===== config.mk =====
export PLATFORM = sky130hd
export DESIGN_NAME = free_running_base_timer
export DESIGN_NICKNAME = d
export VERILOG_FILES = /design/src/hw/base_timer_pkg.sv /design/src/hw/quad_step_if.sv /design/src/hw/free_running_base_timer.sv /design/src/hw/quad_decoder.sv
export SDC_FILE = /design/constraint.sdc
export NUM_CORES = 1
export LEC_CHECK = 0
export BUFFER_PORTS_ARGS = -buffer_cell sky130_fd_sc_hd__buf_2
export CAP_MARGIN = 30
export CORE_MARGIN = 10
export CORE_UTILIZATION = 30
export CTS_CLUSTER_SIZE = 25
export DETAILED_ROUTE_END_ITERATION = 10
export HOLD_SLACK_MARGIN = 0.06
export PLACE_DENSITY = 0.43
export SYNTH_ARGS = -nofsm -noshare
export SYNTH_HDL_FRONTEND = slang
export SYNTH_HIERARCHICAL = 1
export SYNTH_SLANG_ARGS = --single-unit

===== constraint.sdc =====
create_clock -name clk -period 4.45 [get_ports clk]
set_input_delay 0.6675 -clock clk [delete_from_list [all_inputs] [get_ports clk]]
set_output_delay 0.6675 -clock clk [all_outputs]
set_load 0.02 [all_outputs]

===== src/hw/base_timer_pkg.sv =====
// constants shared by the free-running base timer and its helpers
package base_timer_pkg;
    // ------------------------------------------------------------
    // register offsets (word index on the plain register port)
    // ------------------------------------------------------------
    localparam logic [3:0] OFF_CTRL0  = 4'h0; // timer_control_first
    localparam logic [3:0] OFF_CTRL1  = 4'h1; // timer_control_second
    localparam logic [3:0] OFF_DIV    = 4'h2; // source_divider_reg
    localparam logic [3:0] OFF_CLRCMP = 4'h3; // clear_compare_reg
    localparam logic [3:0] OFF_OC0    = 4'h4; // out_compare_zero_reg
    localparam logic [3:0] OFF_COUNT  = 4'h5; // live_count_reg
    localparam logic [3:0] OFF_STATUS = 4'h6; // sticky events, write one to clear
    localparam logic [3:0] OFF_MASK   = 4'h7; // interrupt mask

    // ------------------------------------------------------------
    // field positions
    // ------------------------------------------------------------
    localparam int MODE_LSB    = 0; // counting mode, two bits
    localparam int SRC_BIT     = 2; // 0: undivided clock, 1: halved clock
    localparam int OVF_SEL_BIT = 3; // 0: bit 14 carry, 1: bit 15 carry
    localparam int OC0_CLR_BIT = 4; // clear on compare channel zero
    localparam int EXT_CLR_BIT = 5; // clear on low external pin
    localparam int CTRL0_W     = 6;
    localparam int RUN_BIT     = 0; // count_run_bit
    localparam int ST_OVF_BIT  = 0; // overflow event
    localparam int ST_MATCH_BIT = 1; // clear compare match event
    localparam int ST_W        = 2;

    // ------------------------------------------------------------
    // mode codes and reset values
    // ------------------------------------------------------------
    localparam logic [1:0]  MODE_INC    = 2'h0;
    localparam logic [1:0]  MODE_UPDN   = 2'h1;
    localparam logic [1:0]  MODE_QUAD   = 2'h2;
    localparam logic [5:0]  CTRL0_RST   = 6'h00;
    localparam logic [7:0]  DIV_RST     = 8'h00;
    localparam logic [15:0] CLRCMP_RST  = 16'hFFFF;
    localparam logic [15:0] OC0_RST     = 16'hFFFF;
    localparam logic [1:0]  MASK_RST    = 2'h0;
    localparam logic [15:0] COUNT_CLEAR = 16'h0000;
    localparam logic [15:0] COUNT_TOP   = 16'hFFFF;
    localparam logic [14:0] LOW15_TOP   = 15'h7FFF;

    // up/down direction state, one-hot
    typedef enum logic [1:0] {
        DIR_UP   = 2'b01,
        DIR_DOWN = 2'b10
    } dir_t;
endpackage


===== src/hw/quad_step_if.sv =====
// step and direction carried from the quadrature decoder to the counter
`timescale 1ns/1ns
interface quad_step_if;
    logic step; // one-cycle pulse per decoded edge
    logic up;   // direction of that edge, high for increment
    modport dec (output step, output up);
    modport tmr (input step, input up);
endinterface


===== src/hw/free_running_base_timer.sv =====
// sixteen-bit free-running base timer with register port and interrupt
// ------------------------------------------------------------
// Notes on behaviour
// - source divided by divider setting plus one
// - modes: increment, up/down, two-phase
// - writing run bit one starts counting
// - run bit zero stops, holds count cleared
// - match with clear compare clears count
// - compare channel zero match clears, if selected
// - low external clear pin clears, if selected
// - every clear loads 0x0000
// - bit 14 or 15 overflow raises interrupt
// - clear compare match raises interrupt
// - count reads live while running
// - running write replaces count, counting continues
// - count writes ignored while stopped
// - up/down: 0 to FFFF, back to 0
// - two-phase counts pulses on phase pins
// - two-phase counts every edge at divider setting zero, both directions
// ------------------------------------------------------------
`timescale 1ns/1ns
module free_running_base_timer (
    input  wire logic        clk,
    input  wire logic        rst,
    input  wire logic [3:0]  addr,
    input  wire logic [15:0] wdata,
    input  wire logic        wr,
    input  wire logic        rd,
    output logic      [15:0] rdata,
    output logic             irq,
    input  wire logic        phaseA,
    input  wire logic        phaseB,
    input  wire logic        extClearN
);
    // ------------------------------------------------------------
    // storage
    // ------------------------------------------------------------
    logic [5:0]  ctrl0_r;  // mode, source, overflow select, clear enables
    logic        run_r;    // count_run_bit
    logic [7:0]  div_r;    // divider setting
    logic [15:0] cmp_r;    // clear compare value
    logic [15:0] oc0_r;    // compare channel zero value
    logic [15:0] cnt_r;    // live count
    logic [15:0] cnt_nxt;  // next count
    logic [7:0]  pre_r;    // prescaler position
    logic        half_r;   // halved clock phase
    logic [1:0]  status_r; // sticky events
    logic [1:0]  mask_r;   // interrupt enables
    logic [15:0] rdata_r;  // read answer
    logic        irq_r;    // interrupt level
    base_timer_pkg::dir_t dir_r;   // up/down direction state
    base_timer_pkg::dir_t dir_nxt; // its next value

    // ------------------------------------------------------------
    // decoded controls
    // ------------------------------------------------------------
    logic [1:0] mode;     // counting mode
    logic       srcHalf;  // halved clock selected
    logic       ovfSel15; // overflow watched at bit 15
    logic       oc0En;    // compare channel zero clears
    logic       extEn;    // external pin clears
    logic       srcEvt;   // one undivided source event
    logic       tick;     // divided_count_source event
    logic       countUp;  // direction of this tick
    logic       matchCmp; // count equals clear compare
    logic       matchOc0; // count equals compare channel zero
    logic       clearNow; // any clear source active
    logic       cntWr;    // software writes the count
    logic       ovfEvt;   // selected carry occurs
    logic [1:0] stSet;    // events setting status this cycle

    quad_step_if qs ();

    assign mode     = ctrl0_r[base_timer_pkg::MODE_LSB +: 2];
    assign srcHalf  = ctrl0_r[base_timer_pkg::SRC_BIT];
    assign ovfSel15 = ctrl0_r[base_timer_pkg::OVF_SEL_BIT];
    assign oc0En    = ctrl0_r[base_timer_pkg::OC0_CLR_BIT];
    assign extEn    = ctrl0_r[base_timer_pkg::EXT_CLR_BIT];
    assign rdata    = rdata_r;
    assign irq      = irq_r;

    // ------------------------------------------------------------
    // helpers
    // ------------------------------------------------------------
    // port write decode, used for every writable register
    function automatic logic hit(input logic [3:0] a, input logic [3:0] off);
        hit = (a == off);
    endfunction

    // one count step up or down, wrapping at sixteen bits
    function automatic logic [15:0] stepCount(input logic [15:0] c,
                                              input logic up);
        stepCount = up ? 16'(c + 16'h0001) : 16'(c - 16'h0001);
    endfunction

    // ------------------------------------------------------------
    // quadrature decoder
    // ------------------------------------------------------------
    quad_decoder u_quad (
        .clk    (clk),
        .rst    (rst),
        .phaseA (phaseA),
        .phaseB (phaseB),
        .stepIf (qs.dec)
    );

    // ------------------------------------------------------------
    // control registers
    // ------------------------------------------------------------
    always_ff @(posedge clk) begin
        if (rst) begin
            ctrl0_r <= base_timer_pkg::CTRL0_RST;
            run_r   <= 1'b0;
            div_r   <= base_timer_pkg::DIV_RST;
            cmp_r   <= base_timer_pkg::CLRCMP_RST;
            oc0_r   <= base_timer_pkg::OC0_RST;
            mask_r  <= base_timer_pkg::MASK_RST;
        end else if (wr) begin
            if (hit(addr, base_timer_pkg::OFF_CTRL0)) begin
                ctrl0_r <= wdata[5:0];
            end
            if (hit(addr, base_timer_pkg::OFF_CTRL1)) begin
                run_r <= wdata[base_timer_pkg::RUN_BIT];
            end
            if (hit(addr, base_timer_pkg::OFF_DIV)) begin
                div_r <= wdata[7:0];
            end
            if (hit(addr, base_timer_pkg::OFF_CLRCMP)) begin
                cmp_r <= wdata;
            end
            if (hit(addr, base_timer_pkg::OFF_OC0)) begin
                oc0_r <= wdata;
            end
            if (hit(addr, base_timer_pkg::OFF_MASK)) begin
                mask_r <= wdata[1:0];
            end
        end
    end

    // ------------------------------------------------------------
    // count source and prescaler
    // ------------------------------------------------------------
    // halved clock runs free so its phase does not depend on start time
    always_ff @(posedge clk) begin
        if (rst) begin
            half_r <= 1'b0;
        end else begin
            half_r <= ~half_r;
        end
    end

    always_comb begin
        if (mode == base_timer_pkg::MODE_QUAD) begin
            srcEvt = qs.step;
        end else begin
            srcEvt = srcHalf ? half_r : 1'b1;
        end
    end

    // divide by setting plus one; setting zero passes every event
    assign tick = run_r && srcEvt && (pre_r == div_r);

    always_ff @(posedge clk) begin
        if (rst || !run_r) begin
            pre_r <= 8'h00;
        end else if (srcEvt) begin
            pre_r <= (pre_r == div_r) ? 8'h00 : 8'(pre_r + 8'h01);
        end
    end

    // ------------------------------------------------------------
    // direction
    // ------------------------------------------------------------
    // up/down: turn at the top and at zero; neither end value repeats
    always_comb begin
        dir_nxt = dir_r;
        countUp = 1'b1;
        case (mode)
            base_timer_pkg::MODE_UPDN: begin
                case (dir_r)
                    base_timer_pkg::DIR_UP: begin
                        countUp = (cnt_r != base_timer_pkg::COUNT_TOP);
                    end
                    base_timer_pkg::DIR_DOWN: begin
                        countUp = (cnt_r == base_timer_pkg::COUNT_CLEAR);
                    end
                    default: begin
                        countUp = 1'b1;
                    end
                endcase
                if (tick) begin
                    dir_nxt = countUp ? base_timer_pkg::DIR_UP
                                      : base_timer_pkg::DIR_DOWN;
                end
            end
            base_timer_pkg::MODE_QUAD: begin
                countUp = qs.up;
            end
            default: begin
                countUp = 1'b1;
            end
        endcase
    end

    always_ff @(posedge clk) begin
        if (rst || !run_r || (mode != base_timer_pkg::MODE_UPDN)) begin
            dir_r <= base_timer_pkg::DIR_UP;
        end else if (clearNow) begin
            dir_r <= base_timer_pkg::DIR_UP;
        end else begin
            dir_r <= dir_nxt;
        end
    end

    // ------------------------------------------------------------
    // counter
    // ------------------------------------------------------------
    assign matchCmp = (cnt_r == cmp_r);
    assign matchOc0 = (cnt_r == oc0_r);
    assign clearNow = run_r && (matchCmp
                             || (oc0En && matchOc0)
                             || (extEn && !extClearN));
    assign cntWr    = run_r && wr && hit(addr, base_timer_pkg::OFF_COUNT);

    // a clear outranks a write in the same cycle; the write is then lost
    always_comb begin
        if (!run_r) begin
            cnt_nxt = base_timer_pkg::COUNT_CLEAR;
        end else if (clearNow) begin
            cnt_nxt = base_timer_pkg::COUNT_CLEAR;
        end else if (cntWr) begin
            cnt_nxt = wdata;
        end else if (tick) begin
            cnt_nxt = stepCount(cnt_r, countUp);
        end else begin
            cnt_nxt = cnt_r;
        end
    end

    always_ff @(posedge clk) begin
        if (rst) begin
            cnt_r <= base_timer_pkg::COUNT_CLEAR;
        end else begin
            cnt_r <= cnt_nxt;
        end
    end

    // ------------------------------------------------------------
    // events, status and interrupt
    // ------------------------------------------------------------
    // only upward carries count; a borrow is not an overflow
    assign ovfEvt = tick && countUp && !clearNow && !cntWr
                 && (ovfSel15 ? (cnt_r == base_timer_pkg::COUNT_TOP)
                              : (cnt_r[14:0] == base_timer_pkg::LOW15_TOP));

    always_comb begin
        stSet = 2'h0;
        stSet[base_timer_pkg::ST_OVF_BIT]   = ovfEvt;
        stSet[base_timer_pkg::ST_MATCH_BIT] = run_r && matchCmp;
    end

    // a new event wins over a write-one clear in the same cycle
    always_ff @(posedge clk) begin
        if (rst) begin
            status_r <= 2'h0;
        end else if (wr && hit(addr, base_timer_pkg::OFF_STATUS)) begin
            status_r <= (status_r & ~wdata[1:0]) | stSet;
        end else begin
            status_r <= status_r | stSet;
        end
    end

    // registered level, so it follows status by one cycle
    always_ff @(posedge clk) begin
        if (rst) begin
            irq_r <= 1'b0;
        end else begin
            irq_r <= |(status_r & mask_r);
        end
    end

    // ------------------------------------------------------------
    // read port
    // ------------------------------------------------------------
    // data stand for one cycle only; unmapped reads answer zero
    always_ff @(posedge clk) begin
        if (rst || !rd) begin
            rdata_r <= 16'h0000;
        end else begin
            case (addr)
                base_timer_pkg::OFF_CTRL0:  rdata_r <= {10'h000, ctrl0_r};
                base_timer_pkg::OFF_CTRL1:  rdata_r <= {15'h0, run_r};
                base_timer_pkg::OFF_DIV:    rdata_r <= {8'h00, div_r};
                base_timer_pkg::OFF_CLRCMP: rdata_r <= cmp_r;
                base_timer_pkg::OFF_OC0:    rdata_r <= oc0_r;
                base_timer_pkg::OFF_COUNT:  rdata_r <= cnt_r;
                base_timer_pkg::OFF_STATUS: rdata_r <= {14'h0, status_r};
                base_timer_pkg::OFF_MASK:   rdata_r <= {14'h0, mask_r};
                default:                    rdata_r <= 16'h0000;
            endcase
        end
    end

    // ------------------------------------------------------------
    // checks
    // ------------------------------------------------------------
    a_stop_holds_zero :
    assert property (@(posedge clk) disable iff (rst)
        !run_r ##1 !run_r |-> cnt_r == 16'h0000)
        else $error("count not held at zero while stopped");

    a_write_stopped :
    assert property (@(posedge clk) disable iff (rst)
        !run_r && wr && addr == 4'h5 && wdata != 16'h0000 |=> cnt_r == 16'h0000)
        else $error("count write took effect while stopped");

    a_start_counts :
    assert property (@(posedge clk) disable iff (rst)
        run_r && mode == 2'h0 && !srcHalf && div_r == 8'h00 && !clearNow
        && !cntWr |=> cnt_r == 16'($past(cnt_r) + 16'h0001))
        else $error("running undivided count did not increment");

    a_cmp_clear :
    assert property (@(posedge clk) disable iff (rst)
        run_r && cnt_r == cmp_r |=> cnt_r == 16'h0000 && status_r[1])
        else $error("clear compare match did not clear and flag");

    a_oc0_clear :
    assert property (@(posedge clk) disable iff (rst)
        run_r && oc0En && cnt_r == oc0_r |=> cnt_r == 16'h0000)
        else $error("compare channel zero match did not clear");

    a_ext_clear :
    assert property (@(posedge clk) disable iff (rst)
        run_r && extEn && !extClearN |=> cnt_r == 16'h0000)
        else $error("low external pin did not clear");

    a_count_write :
    assert property (@(posedge clk) disable iff (rst)
        run_r && wr && addr == 4'h5 && !clearNow |=> cnt_r == $past(wdata))
        else $error("running count write not taken");

    a_ovf_flag :
    assert property (@(posedge clk) disable iff (rst)
        tick && mode == 2'h0 && ovfSel15 && cnt_r == 16'hFFFF && !clearNow
        && !cntWr |=> status_r[0] && cnt_r == 16'h0000)
        else $error("bit 15 overflow not flagged");

    a_irq_follows :
    assert property (@(posedge clk) disable iff (rst)
        run_r && cnt_r == cmp_r && mask_r[1] ##1 mask_r[1] |=> irq)
        else $error("masked-in match did not raise interrupt");

    a_updown_turn :
    assert property (@(posedge clk) disable iff (rst)
        tick && mode == 2'h1 && dir_r == base_timer_pkg::DIR_UP
        && cnt_r == 16'hFFFF && !clearNow && !cntWr |=> cnt_r == 16'hFFFE)
        else $error("up/down did not turn at the top");

    a_div_spacing :
    assert property (@(posedge clk) disable iff (rst)
        tick && div_r == 8'h02 && mode == 2'h0 && !srcHalf ##1 run_r
        && div_r == 8'h02 |-> !tick ##1 !tick ##1 (tick || !run_r))
        else $error("divide by three spacing wrong");
endmodule


===== src/hw/quad_decoder.sv =====
// four-edge quadrature decoder for the two phase pins
`timescale 1ns/1ns
module quad_decoder (
    input  wire logic  clk,
    input  wire logic  rst,
    input  wire logic  phaseA,
    input  wire logic  phaseB,
    quad_step_if.dec   stepIf
);
    logic prevA_r; // phase a one cycle ago
    logic prevB_r; // phase b one cycle ago
    logic aMoved;  // phase a changed
    logic bMoved;  // phase b changed

    assign aMoved = phaseA ^ prevA_r;
    assign bMoved = phaseB ^ prevB_r;

    // ------------------------------------------------------------
    // history of the pins
    // ------------------------------------------------------------
    always_ff @(posedge clk) begin
        if (rst) begin
            prevA_r <= 1'b0;
            prevB_r <= 1'b0;
        end else begin
            prevA_r <= phaseA;
            prevB_r <= phaseB;
        end
    end

    // ------------------------------------------------------------
    // step and direction
    // ------------------------------------------------------------
    // a leading b gives phaseA != old b on every edge; both pins moving at
    // once is an illegal jump and is dropped rather than guessed
    always_ff @(posedge clk) begin
        if (rst) begin
            stepIf.step <= 1'b0;
            stepIf.up   <= 1'b1;
        end else begin
            stepIf.step <= aMoved ^ bMoved;
            if (aMoved ^ bMoved) begin
                stepIf.up <= phaseA ^ prevB_r;
            end
        end
    end
endmodule


# Word-level counts from Yosys, hierarchy flattened
# Cells that the tools add are included.
[word_totals]
register_bits = 99
output_inout_bits = 17
[op_classes]
add_sub_neg = 3
n_eq_ne = 18
mux = 13
n_bitwise = 11
n_reduce_logical = 36
[ops]
columns = ["op", "count"]
rows = [
  ["16-bit case mux with 8 select lines", 1],
  ["16-bit 2-to-1 mux", 3],
  ["16-bit equality test", 2],
  ["16-bit by 1-bit adder with 16-bit output (second input constant)", 1],
  ["16-bit equality test (second input constant)", 1],
  ["4-bit by 3-bit equality test with 1-bit output (second input constant)", 4],
  ["16-bit zero test", 1],
  ["16-bit != test (second input constant)", 1],
  ["16-bit by 1-bit subtractor with 16-bit output (second input constant)", 1],
  ["15-bit equality test (second input constant)", 1],
  ["2-bit AND reduction", 7],
  ["1-bit logical AND", 13],
  ["8-bit by 1-bit adder with 8-bit output (second input constant)", 1],
  ["4-bit by 2-bit equality test with 1-bit output (second input constant)", 2],
  ["8-bit equality test", 1],
  ["8-bit 2-to-1 mux", 1],
  ["1-bit zero test", 5],
  ["1-bit logical OR", 5],
  ["2-bit bitwise AND", 2],
  ["2-bit by 1-bit equality test with 1-bit output (second input constant)", 2],
  ["2-bit equality test (second input constant)", 2],
  ["4-bit by 1-bit equality test with 1-bit output (second input constant)", 1],
  ["4-bit zero test", 1],
  ["1-bit 2-to-1 mux", 4],
  ["10 further kinds", 18],
]

# Logic depth before layout (Yosys ltp)
# Gate-level depths: netlist of run 1.
[logic_depth]
depth_word = 11
ltp_mapped = 16
depth_no_buf = 16

# Modules after synthesis
# The synthesis of run 1 kept the hierarchy.
[by_module_without_submodules]
columns = ["module", "n_inst", "cells_per_inst", "area_per_inst_um2", "seq_area_each_um2"]
rows = [
  ["free_running_base_timer", 1, 648, 5398.9, 1901.8],
  ["quad_decoder", 1, 13, 150.1, 80.1],
]

# Worst setup path after synthesis of run 1
# No wires, ideal clock.
[synth_path]
path_kind = "register to register"
from = "reg cnt_r[5]"
to = "reg cnt_r[12]"
arrival_ns = 3.810
setup_slack_ns = 0.562
path_stages_with_launch = 15
n_path_buf = 1
path_cell_list = "dfxtp_1 -> buf_2 -> nand4_1 -> nor4_2 -> a21oi_1 -> or2_1 -> a21oi_1 -> ha_1 -> nor2b_4 -> o31a_1 -> o41ai_1 -> a41oi_1 -> xnor2_1 -> o21a_1 -> nor3_1"
[synth_via]
elab_chain_len = 7
[synth_lines]
columns = ["item", "line", "rtl"]
rows = [
  ["from (decl)", "free_running_base_timer.sv:43", "logic [15:0] cnt_r;"],
  ["from (signal assigned)", "free_running_base_timer.sv:242", "cnt_r <= base_timer_pkg::COUNT_CLEAR;"],
  ["from (signal assigned)", "free_running_base_timer.sv:244", "cnt_r <= cnt_nxt;"],
  ["16-bit != test or 16-bit zero test (tied branches)", "free_running_base_timer.sv:182, free_running_base_timer.sv:185", ""],
  ["1-bit case mux with 2 select lines", "free_running_base_timer.sv:180", "case (dir_r)"],
  ["1-bit 2-to-1 mux", "free_running_base_timer.sv:178", "case (mode)"],
  ["1-bit case mux with 2 select lines", "free_running_base_timer.sv:178", ""],
  ["16-bit 2-to-1 mux", "free_running_base_timer.sv:93", "stepCount = up ? 16'(c + 16'h0001) : 16'(c - 16'h0001);"],
  ["16-bit 2-to-1 mux", "free_running_base_timer.sv:233", "end else if (tick) begin"],
  ["16-bit 2-to-1 mux", "free_running_base_timer.sv:231", "end else if (cntWr) begin"],
]
# Several ways; a longest one is shown, not always the timed one. The select of a mux whose other input is x is not followed.
# A chain may end at the register's enable or synchronous reset.

# Final worst setup path of run 1
[layout_path]
from = "reg cnt_r[0]"
to = "reg cnt_r[15]"
# Same word-level chain as after synthesis.

==> impl.org, run 1 <==
** Outcome
- The run finished with clean final reports.

** CTS
- Worst-Skew Late Latency :: between 0.3 and 0.4 ns
- H-tree depth :: 3
- Counting the buffers created by CTS gives 9.
- Setup Fix Bufs, Post-CTS :: 0
- After clock tree synthesis, the clock-pin slew on the worst setup and hold paths is ~0.070 ns.
- Number of buffers between clock root and the deepest sink :: 2
- Total number of clock tree sinks :: 99
- The root buffer cell chosen for the clock tree is clkbuf_16.
- TritonCTS built the clock tree.

** Hold path
- Along the worst hold path, the cell count comes to 1.
- The worst hold path belongs to the class register to register.

** Critical path
- Critical path class :: register to register
- Data arrives at the worst endpoint at between 4 and 5 ns.
- Sort of element at the end of the critical path :: register
- Along the worst path, the maximum fanout reaches 13.
- Data on the critical path is required at its endpoint by ~4.7 ns.
- STA classifies the critical path startpoint as a register.
- Number of cells on the worst reg-to-reg path :: 14

** Yosys
- Counting every net in the synthesized netlist gives 708.
- A synthesized cell averages 8.39 um2.
- Warnings from Yosys :: 6
- Sequential cell area fraction in the yosys report :: 35.7%
- Number of enable flip-flop cells after synthesis :: 0
- Among all flip-flop cells after synthesis, the most frequent one is dfxtp_1.
- After synthesis, the share of flip-flops with an asynchronous set or reset is 0%.
- Netlist area before placement :: 5550 um2
- Yosys mapped the design onto ~70 distinct sky130hd cell types.
- Instance count of the mapped netlist :: about 660
- In this run, synthesis produced a sequential element count of 99.

** Final layout
- Number of antenna repair diodes :: 0
- Excluding fillers, the count of instances in the completed layout stands at just over 900.
- The area growth from synthesis to layout is 11.3%.
- Cell area after layout :: 6170 um2
- The final layout contains roughly 720 nets.
- Proportion of layout cells with a drive suffix above 1 :: roughly 14%

** STA
- Total negative slack :: 0 ns
- Final-report hold violation count :: 0
- Setup Skew :: a little over 0.01 ns
- Smallest hold slack :: 0.415 ns
- Tcrit/Tclk final :: approximately 87%
- Setup repair after global routing missed its margin :: no
- For this run, the top clock speed supported by timing is approximately 0.26 GHz.
- Subtracting the final worst setup slack from the clock period gives between 3 and 4 ns.
- Final setup fails :: 0
- Worst-case headroom to the max-slew limit :: roughly 39%
- At the pin with the least slew margin, the transition time is 0.912 ns.
- Number of slew-limit violations in the final report :: 0

** Power
- Pwr per Cell Area :: between 200 and 300 nW/um2
- Peak supply drop :: roughly 0.16 mV
- In this run the static leakage power is 0.00243 uW.
- Overall power of the completed layout :: roughly 1800 uW

** Floorplan
- Measured along the x axis, the die boundary spans 156 um.
- Measured along the y axis, the die boundary spans about 160 um.
- Starting utilization of the core area :: a little over 30%
- I/O pin cnt :: 44
- Total die area :: approximately 24000 um2
- The floorplan has just under 50 rows.
- Floorplan core area :: between 15000 and 20000 um2

** Routing
- Via count :: approximately 4800
- After detailed routing, the number of vias per cell comes to 5.32.
- Final Routed Wirelength :: ~18 mm
- Dividing the detail-routed wire length by the instance count gives about 20 um.
- In the routed design, unresolved DRC markers number 0.
- Once detail routing completed, the nets flagged for antenna violations numbered 0.
- For this block, the initial DRC count from the detailed router was roughly 310.
- For this run, the detailed router's first-pass iteration total came to 6.

** GRT
- Entering global routing, the biggest net connects 40 pins.
- The first global-routing pass estimated about 28 mm of wire.
- For this run the aggregate overflow at the end of global routing stands at 0.
- Via count of the first global-routing pass :: between 4000 and 5000
- The number of antenna violations at the first check in global routing came to 0.
- For this run, the total global-route usage over all layers was measured as 14.8%.

** Placed design
- Final GP Congestion :: 0.936
- Input and output buffers added on the ports amount to 43.
- Inst Count DP :: 893
- Dpl hpwl :: roughly 13 mm
- Post-place instance area :: between 5000 and 6000 um2

** Job
- Max-cap violations :: 0
==> final timing paths <==
path	startpoint	end	slack (ns)
setup / recovery	cnt_r[0]	cnt_r[15]	0.57
hold / removal	half_r	half_r	0.42
setup reg to reg	cnt_r[0]	cnt_r[15]	0.57
hold reg to reg	half_r	half_r	0.42
==> routing by layer <==
metal | global-route usage [%] | wire length [um]
met4 | 4.50 | 359
met1 | 18.0 | 7890
met5 | 0 | 0
met3 | 3.58 | 868
met2 | 25.4 | 8770
==> final cells by class <==
type / instances / area [um2]
fillers: 1893 / 11900
multi-input cells: 494 / 3250
flip-flops and latches: 99 / 1980
repair buffers: 54 / 305
well taps: 229 / 287
clock buffers: 12 / 267
inverters: 17 / 63.8
clock inverters: 4 / 23.8
==> flip-flops by register name, summed over array words and instances, names as in the netlist, 2 cells and up <==
signal,count
cmp_r,16
cnt_r,16
ctrl0_r,6
dir_r,2
div_r,8
mask_r,2
oc0_r,16
pre_r,8
rdata,16
status_r,2
==> layout by cell type (no fill, tap or decap), types with 9 or more instances in the layout <==
master,netlist,final
nand2_1,100,100
dfxtp_1,99,99
nor2_1,49,49
buf_2,11,43
a21oi_1,41,41
xnor2_1,35,35
nand3b_1,33,33
xor2_1,22,22
nand3_1,21,21
ha_1,19,19
nor3_1,18,18
inv_1,17,17
a222oi_1,15,15
nand4_1,14,14
o21ai_0,10,10
a211oi_1,10,10
buf_4,5,10
mux2i_1,9,9
clkbuf_16,0,9
==> what timing repair did <==
action                                  in CTS  in global routing
endpoints found under the setup margin       0                  1
gates resized for setup                      0                  1
hold buffers                                 0                  0
==> worst max-delay path: stages, from the launching register on <==
cell and delay [ns]:
dfxtp_1 0.54, nand4_1 0.19, nor4_2 0.40, a21oi_1 0.11
or2_1 0.23, a21oi_1 0.31, buf_4 0.27, ha_1 0.31
a21o_1 0.21, a21oi_2 0.26, a21boi_1 0.21, o21ai_1 0.14
a221oi_2 0.29, xnor2_1 0.10, a211oi_2 0.21
==> per-stage QoR <==
step                      worst slack [ns]  utilization (%)
after CTS                            0.432             34.1
after floorplan                      0.562                -
after detailed placement             0.482             32.5
final                                0.574             34.1
after global placement               0.554             32.4
after global routing                0.0677             34.1
==> Yosys cell counts (4+ instances only) <==
cell,count,share of area [%]
nor3_1,18,1.6
buf_2,11,0.99
a211oi_1,10,1.4
mux2i_1,9,1.6
o21a_1,7,0.95
nor2_1,49,3.3
a21oi_1,41,3.7
xnor2_1,35,5.5
clkbuf_1,23,1.6
a222oi_1,15,2.7
xor2_1,22,3.5
o211ai_1,4,0.54
o21ai_0,10,0.90
nand4_1,14,1.6
nand2_1,100,6.8
nand3_1,21,1.9
dfxtp_1,99,36
nor3b_1,5,0.68
ha_1,19,4.3
and3_1,4,0.45
a21o_1,5,0.68
inv_1,17,1.1
clkbuf_2,7,0.63
nor2b_1,6,0.68
nand3b_1,33,4.5
a22oi_1,6,0.81
nor4_1,8,0.90
buf_6,5,1.0
buf_4,5,0.68
==> power by group <==
| group | switching, uW | total, uW | internal (uW) |
|---|---|---|---|
| clock network | 355 | 778 | 424 |
| registers | 12.3 | 911 | 899 |
| logic | 77.3 | 126 | 48.4 |
| total | 444 | 1820 | 1370 |
==> logic make-up after synthesis <==
logic type	after synthesis	synth area share, %
adders and majority gates	20	4.64
muxes	10	1.83
xor gates and xnor gates	57	9.00
and+or+nand+nor	280	26.2
DFF	99	35.7
buffers and inverters	68	6.02
AOI/OAI and AO/OA	127	16.6
(Power assumes the default switching activity.)
==> run 2: changes to the inputs <==
==> constraint.sdc (replaced) <==
create_clock -name clk -period 4.3 [get_ports clk]
set_input_delay 0.645 -clock clk [delete_from_list [all_inputs] [get_ports clk]]
set_output_delay 0.645 -clock clk [all_outputs]
set_load 0.02 [all_outputs]
==> impl.org, run 2 (synthesis results as in run 1) <==
** Final layout
- In the final layout, the multi-input gates occupy roughly 3200 um2.
- Relative to the synthesized area, the layout overhead comes to 11.9%.
- Fill cells :: roughly 1900
- FF+latch area :: just under 2000 um2
- Cell area after layout :: ~6200 um2
- Most common cell after layout, fill and taps aside :: nand2_1
- Commonest cells after routing, fill and taps aside :: nand2_1, dfxtp_1, nor2_1
- Final net count :: 726
- Number of antenna repair diodes :: 0
- Proportion of layout cells with a drive suffix above 1 :: approximately 14%

** Routing
- After detailed routing, the average wire length per cell comes to 19.7 um.
- Once detail routing completed, the nets flagged for antenna violations numbered 0.
- In the routed design, unresolved DRC markers number 0.
- The first TritonRoute pass finished after 8 iterations.
- Dividing the detail-routed via count by the number of cells gives roughly 5.4.
- After detailed routing, the total wire length is 17.9 mm.
- In this run, the number of DRC markers left after iteration 0 of detailed routing was around 330.
- Via count :: approximately 4900

** GRT
- After global routing the overflow that remains totals 0.
- First-pass GRT wire length :: 28.8 mm
- The number of antenna violations at the first check in global routing came to 0.
- Via count of the first global-routing pass :: 4900
- Pin count of the biggest net entering global routing :: 48
- In the global route stage, overall resource usage came out at roughly 15%.

** CTS
- TritonCTS built the clock tree.
- Setup Fix Bufs, Post-CTS :: 0
- CTS placed an instance of clkbuf_16 at the clock tree root.
- The number of clock buffers added by TritonCTS is 9.
- H-tree depth :: 3
- In this run the deepest clock path goes through 2 buffers.
- For this design, the sink count on the clock tree is between 90 and 100.
- Register clock-pin slew on the reported worst setup and hold paths :: ~0.070 ns
- The later pin in the worst-skew pair is clocked with a latency of about 0.35 ns.

** Critical path
- The worst register-to-register path begins at cnt_r[6].
- Walking the worst path, the cells encountered are nand4_1 -> nor4_2 -> a21oi_1 -> or2_1 -> a21oi_1 -> buf_4 -> ha_1 -> o21a_1 -> o2111a_1 -> a21boi_1 -> o21ai_1 -> a221oi_2 -> xnor2_1 -> a211oi_2.
- Gate family responsible for the most delay along the worst path :: compound AO/OA/AOI/OAI gates
- Data required time of the critical path :: ~4.6 ns
- Sum of buffers and inverters on the critical path :: 1
- STA puts the critical path data arrival time at just over 4 ns.
- By instance count, the cell type seen most on the critical path is a21oi_1.
- Of all nets on the critical path, the largest fanout is 13.
- The critical path is of the register to register type.
- Cell type of the slowest stage on the worst timing path :: dfxtp_1
- The largest single stage delay on the critical path is around 0.51 ns.
- Sort of element at the end of the critical path :: register
- In this run the critical register-to-register path is captured at cnt_r[15].
- Number of cells on the critical path :: 14
- In this run the register-to-register setup slack is about 0.41 ns.
- The number of cells on the worst reg-to-reg path is 14.
- Startpoint kind of the worst setup timing path :: register

** STA
- The number of hold-slack violations in the final timing report is 0.
- Number of slew-limit violations in the final report :: 0
- F_max :: 0.257 GHz
- Across the routed clock network, the largest skew measured is between 0.007 and 0.008 ns.
- At the pin with the least slew margin, the transition time is roughly 0.88 ns.
- Worst-case headroom to the max-slew limit :: 40.7%
- The smallest clock period supported by the final layout is computed as around 3.9 ns.
- Setup violations remaining at the end of the flow were counted as 0.
- The final critical path takes up between 90% and 100% of the cycle.
- After routing, the total negative slack on setup checks comes to 0 ns.
- Setup repair after global routing left no endpoint under its margin.

** Floorplan
- Total die area :: approximately 24000 um2
- Die outline height :: around 160 um
- For this configuration, the core starts out at a cell density of between 30% and 40%.
- Standard-cell rows :: 49
- The floorplan step set the die width to 156 um.
- Floorplan core area :: about 18000 um2
- I/O pin cnt :: 44

** Job
- Max-cap violations in this run came to 0.

** Power
- Dividing total power by cell area gives a power density of roughly 310 nW/um2.
- Peak supply drop :: ~0.22 mV
- LEAKAGE :: 0.00246 uW

** Hold path
- The startpoint identified for the worst hold timing path is half_r.
- Along the worst hold path, the cell count comes to 1.
- The path class of the tightest hold or removal check is register to register.
- Min-Delay Endpoint :: half_r

** Outcome
- The run finished with clean final reports.

** Placed design
- After detailed placement, the total cell area comes to between 5000 and 6000 um2.
- Dpl hpwl :: ~13 mm
- During placement, the flow inserted port buffers numbering 43.
- At the end of routability-driven placement, the weighted congestion stood at between 0.8 and 0.9.
==> run 2: worst register-to-register path, cell delays in order, from the launching register on <==
cell and delay (ns):
dfxtp_1 0.51, nand4_1 0.18, nor4_2 0.40, a21oi_1 0.11
or2_1 0.23, a21oi_1 0.33, buf_4 0.29, ha_1 0.30
o21a_1 0.25, o2111a_1 0.30, a21boi_1 0.15, o21ai_1 0.13
a221oi_2 0.30, xnor2_1 0.11, a211oi_2 0.21
==> run 2: what timing repair did <==
| item | CTS | global route |
|---|---|---|
| setup endpoints to repair | 0 | 3 |
| hold buffers | 0 | 0 |
| resized for setup | 0 | 1 |
==> run 2: power breakdown <==
group	internal (uW)	switching (uW)	total, uW
Clock	492	356	848
Sequential	931	13.0	944
Combinational	49.8	80.3	130
==> run 2: cell type report <==
type,instances,share of cell area [%]
Multi-Input combinational cell,494,52.3
Sequential cell,99,31.9
Timing Repair Buffer,58,5.28
Tap cell,229,4.62
Clock buffer,12,4.29
Inverter,17,1.03
Clock inverter,2,0.564
==> run 2: how the worst max path moves through the flow <==
stage / start / end / slack [ns]
after floorplan: cnt_r[5] / cnt_r[12] / 0.41
after global placement: cnt_r[6] / cnt_r[12] / 0.43
after detailed placement: cnt_r[6] / cnt_r[12] / 0.35
after CTS: cnt_r[6] / cnt_r[12] / 0.31
after global routing: cnt_r[6] / cnt_r[13] / 0.10
final: cnt_r[6] / cnt_r[15] / 0.41
==> run 2: per-stage QoR <==
step / total power (uW) / worst slack, ns / utilization [%] / instances / hold slack [ns]
after detailed placement: 1100 / 0.353 / 32.6 / 897 / 0.421
after floorplan: 1040 / 0.412 / - / 661 / 0.394
after global routing: 1990 / 0.101 / 34.3 / 911 / 0.457
after CTS: 1950 / 0.308 / 34.3 / 911 / 0.431
after global placement: 1100 / 0.434 / 32.6 / 897 / 0.407
final: 1920 / 0.414 / 34.3 / 911 / 0.428
==> run 2: metal layers <==
layer | routed length [um] | part of all wire, % | global-route usage (%) | vias up
li1 | - | - | - | 2372
met1 | 8180 | 46 | 19.1 | 2360
met2 | 8520 | 47 | 24.9 | 131
met3 | 818 | 4.6 | 3.20 | 26
met4 | 420 | 2.3 | 5.04 | 0
met5 | 0 | 0 | 0 | -
